`config.mk`:
```
export PLATFORM = sky130hd
export DESIGN_NAME = host_command_dispatcher
export DESIGN_NICKNAME = d
export VERILOG_FILES = /design/src/include/hcd_pkg.sv /design/src/include/cmd_decode_if.sv /design/src/design/host_command_dispatcher.sv /design/src/design/cmd_decoder.sv
export VERILOG_INCLUDE_DIRS = /design/src /design/src/include
export SDC_FILE = /design/constraint.sdc
export NUM_CORES = 2
export LEC_CHECK = 0
export BUFFER_PORTS_ARGS = -buffer_cell sky130_fd_sc_hd__buf_2
export CORE_UTILIZATION = 45
export CTS_CLUSTER_DIAMETER = 120
export CTS_CLUSTER_SIZE = 28
export DETAILED_ROUTE_END_ITERATION = 10
export PLACE_DENSITY_LB_ADDON = 0.05
export SETUP_SLACK_MARGIN = 0.5
export SLEW_MARGIN = 10
export SYNTH_ARGS = -nofsm -noshare
export SYNTH_HDL_FRONTEND = slang
export SYNTH_SLANG_ARGS = --single-unit
```
`constraint.sdc`:
```
create_clock -name core_clk_i -period 3.5 [get_ports core_clk_i]
set_clock_uncertainty 0.1 [all_clocks]
set_input_delay 0.175 -clock core_clk_i [delete_from_list [all_inputs] [get_ports core_clk_i]]
set_output_delay 0.175 -clock core_clk_i [all_outputs]
set_load 0.01 [all_outputs]
```
`src/include/hcd_cfg.svh`:
```
// constants for the host command dispatcher
`ifndef HCD_CFG_SVH
`define HCD_CFG_SVH

`define HCD_DOORBELL_BIT   15
`define HCD_CMD_RESET      16'h0000
`define HCD_STATUS_W       8
`define HCD_GRP_SYSMGR     8'h81
`define HCD_GRP_OVERLAY    8'h82
`define HCD_GRP_VIDSTD     8'h83
`define HCD_GRP_GPIO       8'h84
`define HCD_SYS_LAST       8'h02
`define HCD_SYS_SET_STATE  8'h00
`define HCD_OVL_LAST       8'h0e
`define HCD_OVL_LOAD_BUF   8'h06
`define HCD_OVL_LOAD_STR   8'h0e
`define HCD_VID_FIRST      8'h10
`define HCD_VID_LAST       8'h13
`define HCD_VID_LOAD_CFG   8'h11
`define HCD_GPIO_LAST      8'h05
`define HCD_POOL_DEPTH     64

`endif

```
`src/include/hcd_pkg.sv`:
```
// types shared by the host command dispatcher
package hcd_pkg;

   typedef enum logic [7:0] {
      status_success           = 8'h00,
      status_no_entity         = 8'h01,
      status_interrupted       = 8'h02,
      status_io_failure        = 8'h03,
      status_too_big           = 8'h04,
      status_bad_handle        = 8'h05,
      status_try_again         = 8'h06,
      status_no_resource       = 8'h07,
      status_denied            = 8'h08,
      status_busy              = 8'h09,
      status_exists            = 8'h0a,
      status_no_device         = 8'h0b,
      status_invalid_arg       = 8'h0c,
      status_no_space          = 8'h0d,
      status_out_of_range      = 8'h0e,
      status_unsupported       = 8'h0f,
      status_already_requested = 8'h10
   } status_e;

   typedef enum logic [2:0] {
      sub_none,
      sub_system_manager,
      sub_overlay,
      sub_video_standard_config_manager,
      sub_gpio
   } subsys_e;

endpackage

```
`src/include/cmd_decode_if.sv`:
```
// command word decode carrier between dispatcher and decoder
`timescale 1ns/1ps
interface cmd_decode_if;
   import hcd_pkg::*;
   logic [15:0] word;
   logic        known;
   subsys_e     sub;
   logic [7:0]  op;
   logic        is_async;

   modport decoder (input word, output known, sub, op, is_async);
   modport user    (output word, input known, sub, op, is_async);
endinterface

```
`src/design/host_command_dispatcher.sv`:
```
// host command dispatcher: command register, parameter pool and dispatch
// Functional notes
// - valid commands have bit 15 set; writing one raises the doorbell.
// - device clears doorbell when done; host polls until clear.
// - host command during internal command is rejected at once with busy.
// - device writes response parameters into the same pool.
// - completion writes 8-bit status; 0x00 success, 0x01-0x10 errors.
// - codes 0x01 to 0x07 as listed.
// - codes 0x08 to 0x0c as listed.
// - codes 0x0d to 0x10 as listed.
// - status meanings are typical; subsystems may reuse codes freely.
// - unrecognised commands are rejected at once with unsupported.
// - system manager codes 0x8100 async, 0x8101 and 0x8102 sync.
// - overlay codes 0x8200 to 0x820e, mostly synchronous.
// - overlay 0x8206 and 0x820e are async; 0x8207 reads load status.
// - video-standard codes 0x8310 to 0x8313; 0x8311 is async.
// - gpio codes 0x8400 to 0x8405, all synchronous.
`timescale 1ns/1ps
`include "hcd_cfg.svh"
module host_command_dispatcher
   import hcd_pkg::*;
#(
   parameter int POOL_DEPTH = `HCD_POOL_DEPTH,
   parameter int POOL_AW    = $clog2(POOL_DEPTH)
)
(
   input  wire logic               core_clk_i,
   input  wire logic               reset_i,
   // host side of the command register
   input  wire logic               cmd_wr_i,
   input  wire logic [15:0]        cmd_wdata_i,
   output logic      [15:0]        cmd_rdata_o,
   output logic                    doorbell_o,
   // host side of the parameter pool
   input  wire logic               pool_wr_i,
   input  wire logic [POOL_AW-1:0] pool_addr_i,
   input  wire logic [15:0]        pool_wdata_i,
   output logic      [15:0]        pool_rdata_o,
   // internally requested command in progress
   input  wire logic               int_busy_i,
   // dispatch towards the subsystems
   output logic                    req_valid_o,
   output subsys_e                 req_subsys_o,
   output logic      [7:0]         req_op_o,
   output logic                    req_async_o,
   input  wire logic               done_i,
   input  wire logic [7:0]         done_status_i,
   // subsystem side of the pool: response writes and a read port
   input  wire logic               rsp_wr_i,
   input  wire logic [POOL_AW-1:0] rsp_addr_i,
   input  wire logic [15:0]        rsp_wdata_i,
   input  wire logic [POOL_AW-1:0] rsp_raddr_i,
   output logic      [15:0]        rsp_rdata_o
);

   // st_exec: doorbell up, waiting for the subsystem to finish
   typedef enum logic [1:0] {
      st_idle,
      st_exec
   } state_e;

   state_e          state_r;
   state_e          state_nxt;
   logic [15:0]     cmd_r;
   logic [15:0]     cmd_nxt;
   logic            req_valid_r;
   logic            req_valid_nxt;
   subsys_e         req_subsys_r;
   subsys_e         req_subsys_nxt;
   logic [7:0]      req_op_r;
   logic [7:0]      req_op_nxt;
   logic            req_async_r;
   logic            req_async_nxt;
   logic            host_take;
   logic            host_pool_we;

   logic [15:0]     pool_r [POOL_DEPTH];
   logic [15:0]     pool_rdata_r;
   logic [15:0]     pool_rdata_nxt;
   logic [15:0]     rsp_rdata_r;
   logic [15:0]     rsp_rdata_nxt;

   cmd_decode_if    dec ();

   assign dec.word = cmd_wdata_i;

   // only a write with the doorbell bit set is a command
   assign host_take = cmd_wr_i && cmd_wdata_i[`HCD_DOORBELL_BIT];

   // command code map, shared through the decode carrier
   cmd_decoder u_decoder (
      .dec (dec.decoder)
   );

   // status word placed in the command register, doorbell clear
   function automatic logic [15:0] result_word(input logic [7:0] st);
      result_word = {8'h00, st};
   endfunction

   // command register and dispatch state
   always_comb
   begin
      state_nxt      = state_r;
      cmd_nxt        = cmd_r;
      req_valid_nxt  = 1'b0;
      req_subsys_nxt = req_subsys_r;
      req_op_nxt     = req_op_r;
      req_async_nxt  = req_async_r;
      case (state_r)
         st_idle:
         begin
            if (host_take)
            begin
               if (int_busy_i)
               begin
                  cmd_nxt = result_word(status_busy);
               end
               else if (!dec.known)
               begin
                  cmd_nxt = result_word(status_unsupported);
               end
               else
               begin
                  cmd_nxt        = cmd_wdata_i;
                  state_nxt      = st_exec;
                  req_valid_nxt  = 1'b1;
                  req_subsys_nxt = dec.sub;
                  req_op_nxt     = dec.op;
                  req_async_nxt  = dec.is_async;
               end
            end
         end
         st_exec:
         begin
            // host writes are not looked at until the subsystem is done
            if (done_i)
            begin
               // status passed through unchanged, any code allowed
               // 0x01-0x07 0x08-0x0c 0x0d-0x10
               cmd_nxt   = result_word(done_status_i);
               state_nxt = st_idle;
            end
         end
         default:
         begin
            state_nxt = st_idle;
         end
      endcase
   end

   always_ff @(posedge core_clk_i)
   begin
      if (reset_i)
      begin
         state_r      <= st_idle;
         cmd_r        <= `HCD_CMD_RESET;
         req_valid_r  <= 1'b0;
         req_subsys_r <= sub_none;
         req_op_r     <= 8'h00;
         req_async_r  <= 1'b0;
      end
      else
      begin
         state_r      <= state_nxt;
         cmd_r        <= cmd_nxt;
         req_valid_r  <= req_valid_nxt;
         req_subsys_r <= req_subsys_nxt;
         req_op_r     <= req_op_nxt;
         req_async_r  <= req_async_nxt;
      end
   end

   // parameter pool read ports
   always_comb
   begin
      pool_rdata_nxt = pool_r[pool_addr_i];
      rsp_rdata_nxt  = pool_r[rsp_raddr_i];
   end

   // host write dropped when a response write hits the same word
   assign host_pool_we = pool_wr_i && !(rsp_wr_i && (rsp_addr_i == pool_addr_i));

   // pool words are not reset; the host loads them before use
   always_ff @(posedge core_clk_i)
   begin
      if (rsp_wr_i)
      begin
         pool_r[rsp_addr_i] <= rsp_wdata_i;
      end
      if (host_pool_we)
      begin
         pool_r[pool_addr_i] <= pool_wdata_i;
      end
   end

   always_ff @(posedge core_clk_i)
   begin
      if (reset_i)
      begin
         pool_rdata_r <= 16'h0000;
         rsp_rdata_r  <= 16'h0000;
      end
      else
      begin
         pool_rdata_r <= pool_rdata_nxt;
         rsp_rdata_r  <= rsp_rdata_nxt;
      end
   end

   assign cmd_rdata_o  = cmd_r;
   assign doorbell_o   = cmd_r[`HCD_DOORBELL_BIT];
   // request subsystem, op and async fields hold until the next dispatch; req_valid_o pulses for one cycle
   assign req_valid_o  = req_valid_r;
   assign req_subsys_o = req_subsys_r;
   assign req_op_o     = req_op_r;
   assign req_async_o  = req_async_r;
   assign pool_rdata_o = pool_rdata_r;
   assign rsp_rdata_o  = rsp_rdata_r;

endmodule

```
`src/design/cmd_decoder.sv`:
```
// command code map: subsystem, operation and async flag
`timescale 1ns/1ps
`include "hcd_cfg.svh"
module cmd_decoder
   import hcd_pkg::*;
(
   cmd_decode_if.decoder dec
);

   logic [7:0] grp;
   logic [7:0] lo;

   assign grp    = dec.word[15:8];
   assign lo     = dec.word[7:0];
   assign dec.op = lo;

   // high byte picks subsystem, low byte the operation
   always_comb
   begin
      dec.known    = 1'b0;
      dec.sub      = sub_none;
      dec.is_async = 1'b0;
      case (grp)
         `HCD_GRP_SYSMGR:
         begin
            dec.known    = (lo <= `HCD_SYS_LAST);
            dec.sub      = sub_system_manager;
            dec.is_async = (lo == `HCD_SYS_SET_STATE);
         end
         `HCD_GRP_OVERLAY:
         begin
            dec.known    = (lo <= `HCD_OVL_LAST);
            dec.sub      = sub_overlay;
            dec.is_async = (lo == `HCD_OVL_LOAD_BUF) || (lo == `HCD_OVL_LOAD_STR);
         end
         `HCD_GRP_VIDSTD:
         begin
            dec.known    = (lo >= `HCD_VID_FIRST) && (lo <= `HCD_VID_LAST);
            dec.sub      = sub_video_standard_config_manager;
            dec.is_async = (lo == `HCD_VID_LOAD_CFG);
         end
         `HCD_GRP_GPIO:
         begin
            dec.known    = (lo <= `HCD_GPIO_LAST);
            dec.sub      = sub_gpio;
         end
         default:
         begin
            dec.known    = 1'b0;
         end
      endcase
      if (!dec.word[`HCD_DOORBELL_BIT])
      begin
         dec.known = 1'b0;
      end
   end

endmodule

```
==> results.py <==
metrics = {
    "drt": {
        "vias_per_cell": 7.222,
        "wirelength_mm": 280.4,
        "dr_total_vias": 45830,
        "drtAntennaViolNets": 0,
        "drt_pass1_iterations": 10,
        "drt_iter0_markers": 7826,
        "route.detailed.drc": 0,
        "wire_per_inst_um": 44.18,
    },
    "pwr": {
        "p_leak_uw": 0.02396,
        "comb_power_share_pct": 16.9,
        "switching_power_uw": 7377,
        "p_per_area_nw_per_um2": 369.2,
        "seqPwrFrac_pct": 55.8,
        "internal_power_uw": 18690,
        "power_frac_clock_pct": 27.2,
        "vdd_drop_max_mv": 0.3505,
        "sw_frac_of_total_pct": 28.30,
    },
    "logic_synthesis": {
        "synth.avg_cell_area_um2": 14.77,
        "synth_cell_type_count": 75,
        "ys.warnings.count": 0,
        "ys_seq_area_share_pct": 50.50,
        "ys_top_cells_by_area": "edfxtp_1 49%, mux2_2 20%, mux4_2 13%, mux2i_1 3.4%, dfxtp_1 2.0%",
        "ys_async_sr_fraction_pct": 0,
        "synth-edff-count": 1024,
        "ys_seq_elements": 1086,
        "synth_top_area_share_pct": 48.54,
        "yosysMostFrequentCell": "mux2_2",
        "synth_nets": 4370,
        "synth_common_cells": "1,110 x mux2_2, 1,024 x edfxtp_1, 355 x mux4_2",
        "yosys_most_used_dff": "edfxtp_1",
        "netlist_area_um2": 63350,
        "yosysTopAreaCell": "edfxtp_1",
        "synthCells": 4289,
    },
    "min_path": {
        "hold_path.class": "in2reg",
    },
    "clock_tree": {
        "clock_sinks": 1086,
        "clk_pin_slew_ns": 0.11,
        "h-tree-depth": 2,
        "ctsLongestPathBuffers": 3,
        "cts_root_buf": "clkbuf_16",
        "cts_tree": "built",
        "cts_buffers": 45,
        "clk_latency_ns": 0.74,
    },
    "sta": {
        "relSlewSlack_pct": 7.442,
        "slew_viol_final": 0,
        "rsz0062_at_grt": "false",
        "worst_pin_slew_ns": 1.388,
        "period_needed_ns": 2.985,
        "setup_viol": 0,
        "layout_setup_ws_ns": 0.5153,
        "hold_viol": 0,
        "clock.fmax_ghz": 0.3350,
        "fin_crit_sh_pct": 85.28,
    },
    "run": {
        "max_cap_viol_count": 0,
    },
    "global_route": {
        "overflow": 0,
        "track_usage_pct": 38.86,
        "grt_max_degree": 65,
        "antenna_found_initial": 27,
        "grt_pass1_wl_mm": 378.5,
        "grt_pass1_vias": 42470,
    },
    "placement": {
        "place_congestion": 1.019,
        "pre_cts_ws_ns": 0.2704,
        "place_area_um2": 68820,
        "portBuffers": 142,
        "dp_hpwl_mm": 193.1,
    },
    "worst_setup_path": {
        "crit_fanout": 2,
        "crit_arrival_ns": 3.35,
        "end_kind": "flip-flop",
        "path_class": "reg2reg",
        "crit_required_ns": 3.86,
        "start_kind": "flip-flop",
    },
    "cells_and_area": {
        "fin_area_um2": 70610,
        "layout.nets": 4507,
        "area_growth_pct": 11.46,
        "drive_gt1_share_pct": 51.30,
        "fill_cells": 12040,
    },
    "die": {
        "dieHeight_um": 377.2,
        "die-area_um2": 142300,
        "start_util_pct": 45.40,
        "fp-row-count": 137,
        "io_pins": 143,
        "die_w_um": 377.2,
        "core-area_um2": 139500,
    },
    "run_status": {
        "outcome": "completed",
    },
}
## layer usage
metal	part of all wire, %	global-route usage, %
met1	39	53.57
met2	43	56.86
met3	13	11.74
met4	4.9	16.00
met5	0.029	0
## timing repair
| action | in CTS | in global routing |
|---|---|---|
| hold buffers | 42 | 0 |
| setup buffers | 0 | 0 |
| endpoints found under the hold margin | 54 | 0 |
| resized for setup | 0 | 0 |
## final timing paths
| path | from | cells after the start | slack (ns) | endpoint |
|---|---|---|---|---|
| worst max-delay path | pool_r[63][8] | 5 | 0.52 | pool_rdata_o[8] |
| worst min-delay path | cmd_wdata_i[6] | 6 | 0.07 | cmd_rdata_o[0] |
| worst max register to register | pool_r[63][8] | 5 | 0.52 | pool_rdata_o[8] |
| worst min register to register | req_op_o[2] | 2 | 0.36 | req_op_o[2] |
## area by class of cell
cell class / instances / area (um^2) / area share (%)
multi-input cells: 2653 / 29380 / 41.62
repair buffers: 632 / 5488 / 7.772
flip-flops and latches: 1086 / 31990 / 45.31
inverters: 8 / 32.53 / 0.04607
clock buffers: 76 / 1295 / 1.834
clock inverters: 7 / 48.80 / 0.06911
diodes: 8 / 20.02 / 0.02835
well taps: 1876 / 2347 / 3.324
## registers in the layout, indices dropped and copies added (netlist names), 3 cells and up
| name | cells |
|---|---|
| req_op_o | 8 |
| req_subsys_o | 3 |
| pool_r | 1024 |
| rsp_rdata_o | 16 |
| pool_rdata_o | 16 |
| cmd_rdata_o | 16 |
## power by group through the flow
stage                     logic, uW  registers [uW]  clock network, uW
after floorplan                2320           14800                  0
after global placement         4180           14800                  0
after detailed placement       4210           14800                  0
after CTS                      4250           14500               7130
after global routing           4460           14600               7450
final                          4410           14600               7100
## cell families after synthesis
kind of cell	synth area share [%]
AND/OR/NAND/NOR	3.235
XOR/XNOR	0.08297
flip-flops	50.50
buffers and inverters	3.684
multiplexers	35.72
AO/OA/AOI/OAI	6.777
## layout by cell type, fill, tap and decap left out, drive strengths merged, types with 16 or more instances in the layout
cell type and n:
mux4 355, clkbuf 76, buf 590, nand3 47
a22oi 129, nor3 16, o211ai 24, nand2b 20
mux2i 213, a221o 21, mux2 1110, nand2 180
o21ai 113, dfxtp 62, a31oi 20, a221oi 83
a21oi 58, edfxtp 1024, dlygate4sd3 42, and3 19
nor2 22, o22ai 38, nor2b 18
## through the flow
step                      hold WS, ns  utilization [%]  std cells  total power [uW]  setup TNS [ns]
after detailed placement       0.3407            49.32       6213             19040               0
after global routing          0.07606            50.59       6338             26480               0
after global placement         0.3392            49.30       6212             19010         -0.5375
after CTS                     0.01558            50.59       6338             25920               0
final                         0.06504            50.60       6346             26070               0
after floorplan                0.2138                -       4289             17100               0
## critical path: stages (launching register included)
cell,delay (ns)
edfxtp_1,0.40
mux4_2,0.48
mux2i_1,0.60
o22ai_1,0.41
a21oi_1,0.32
a41oi_1,0.41
(Power assumes the default switching activity.)
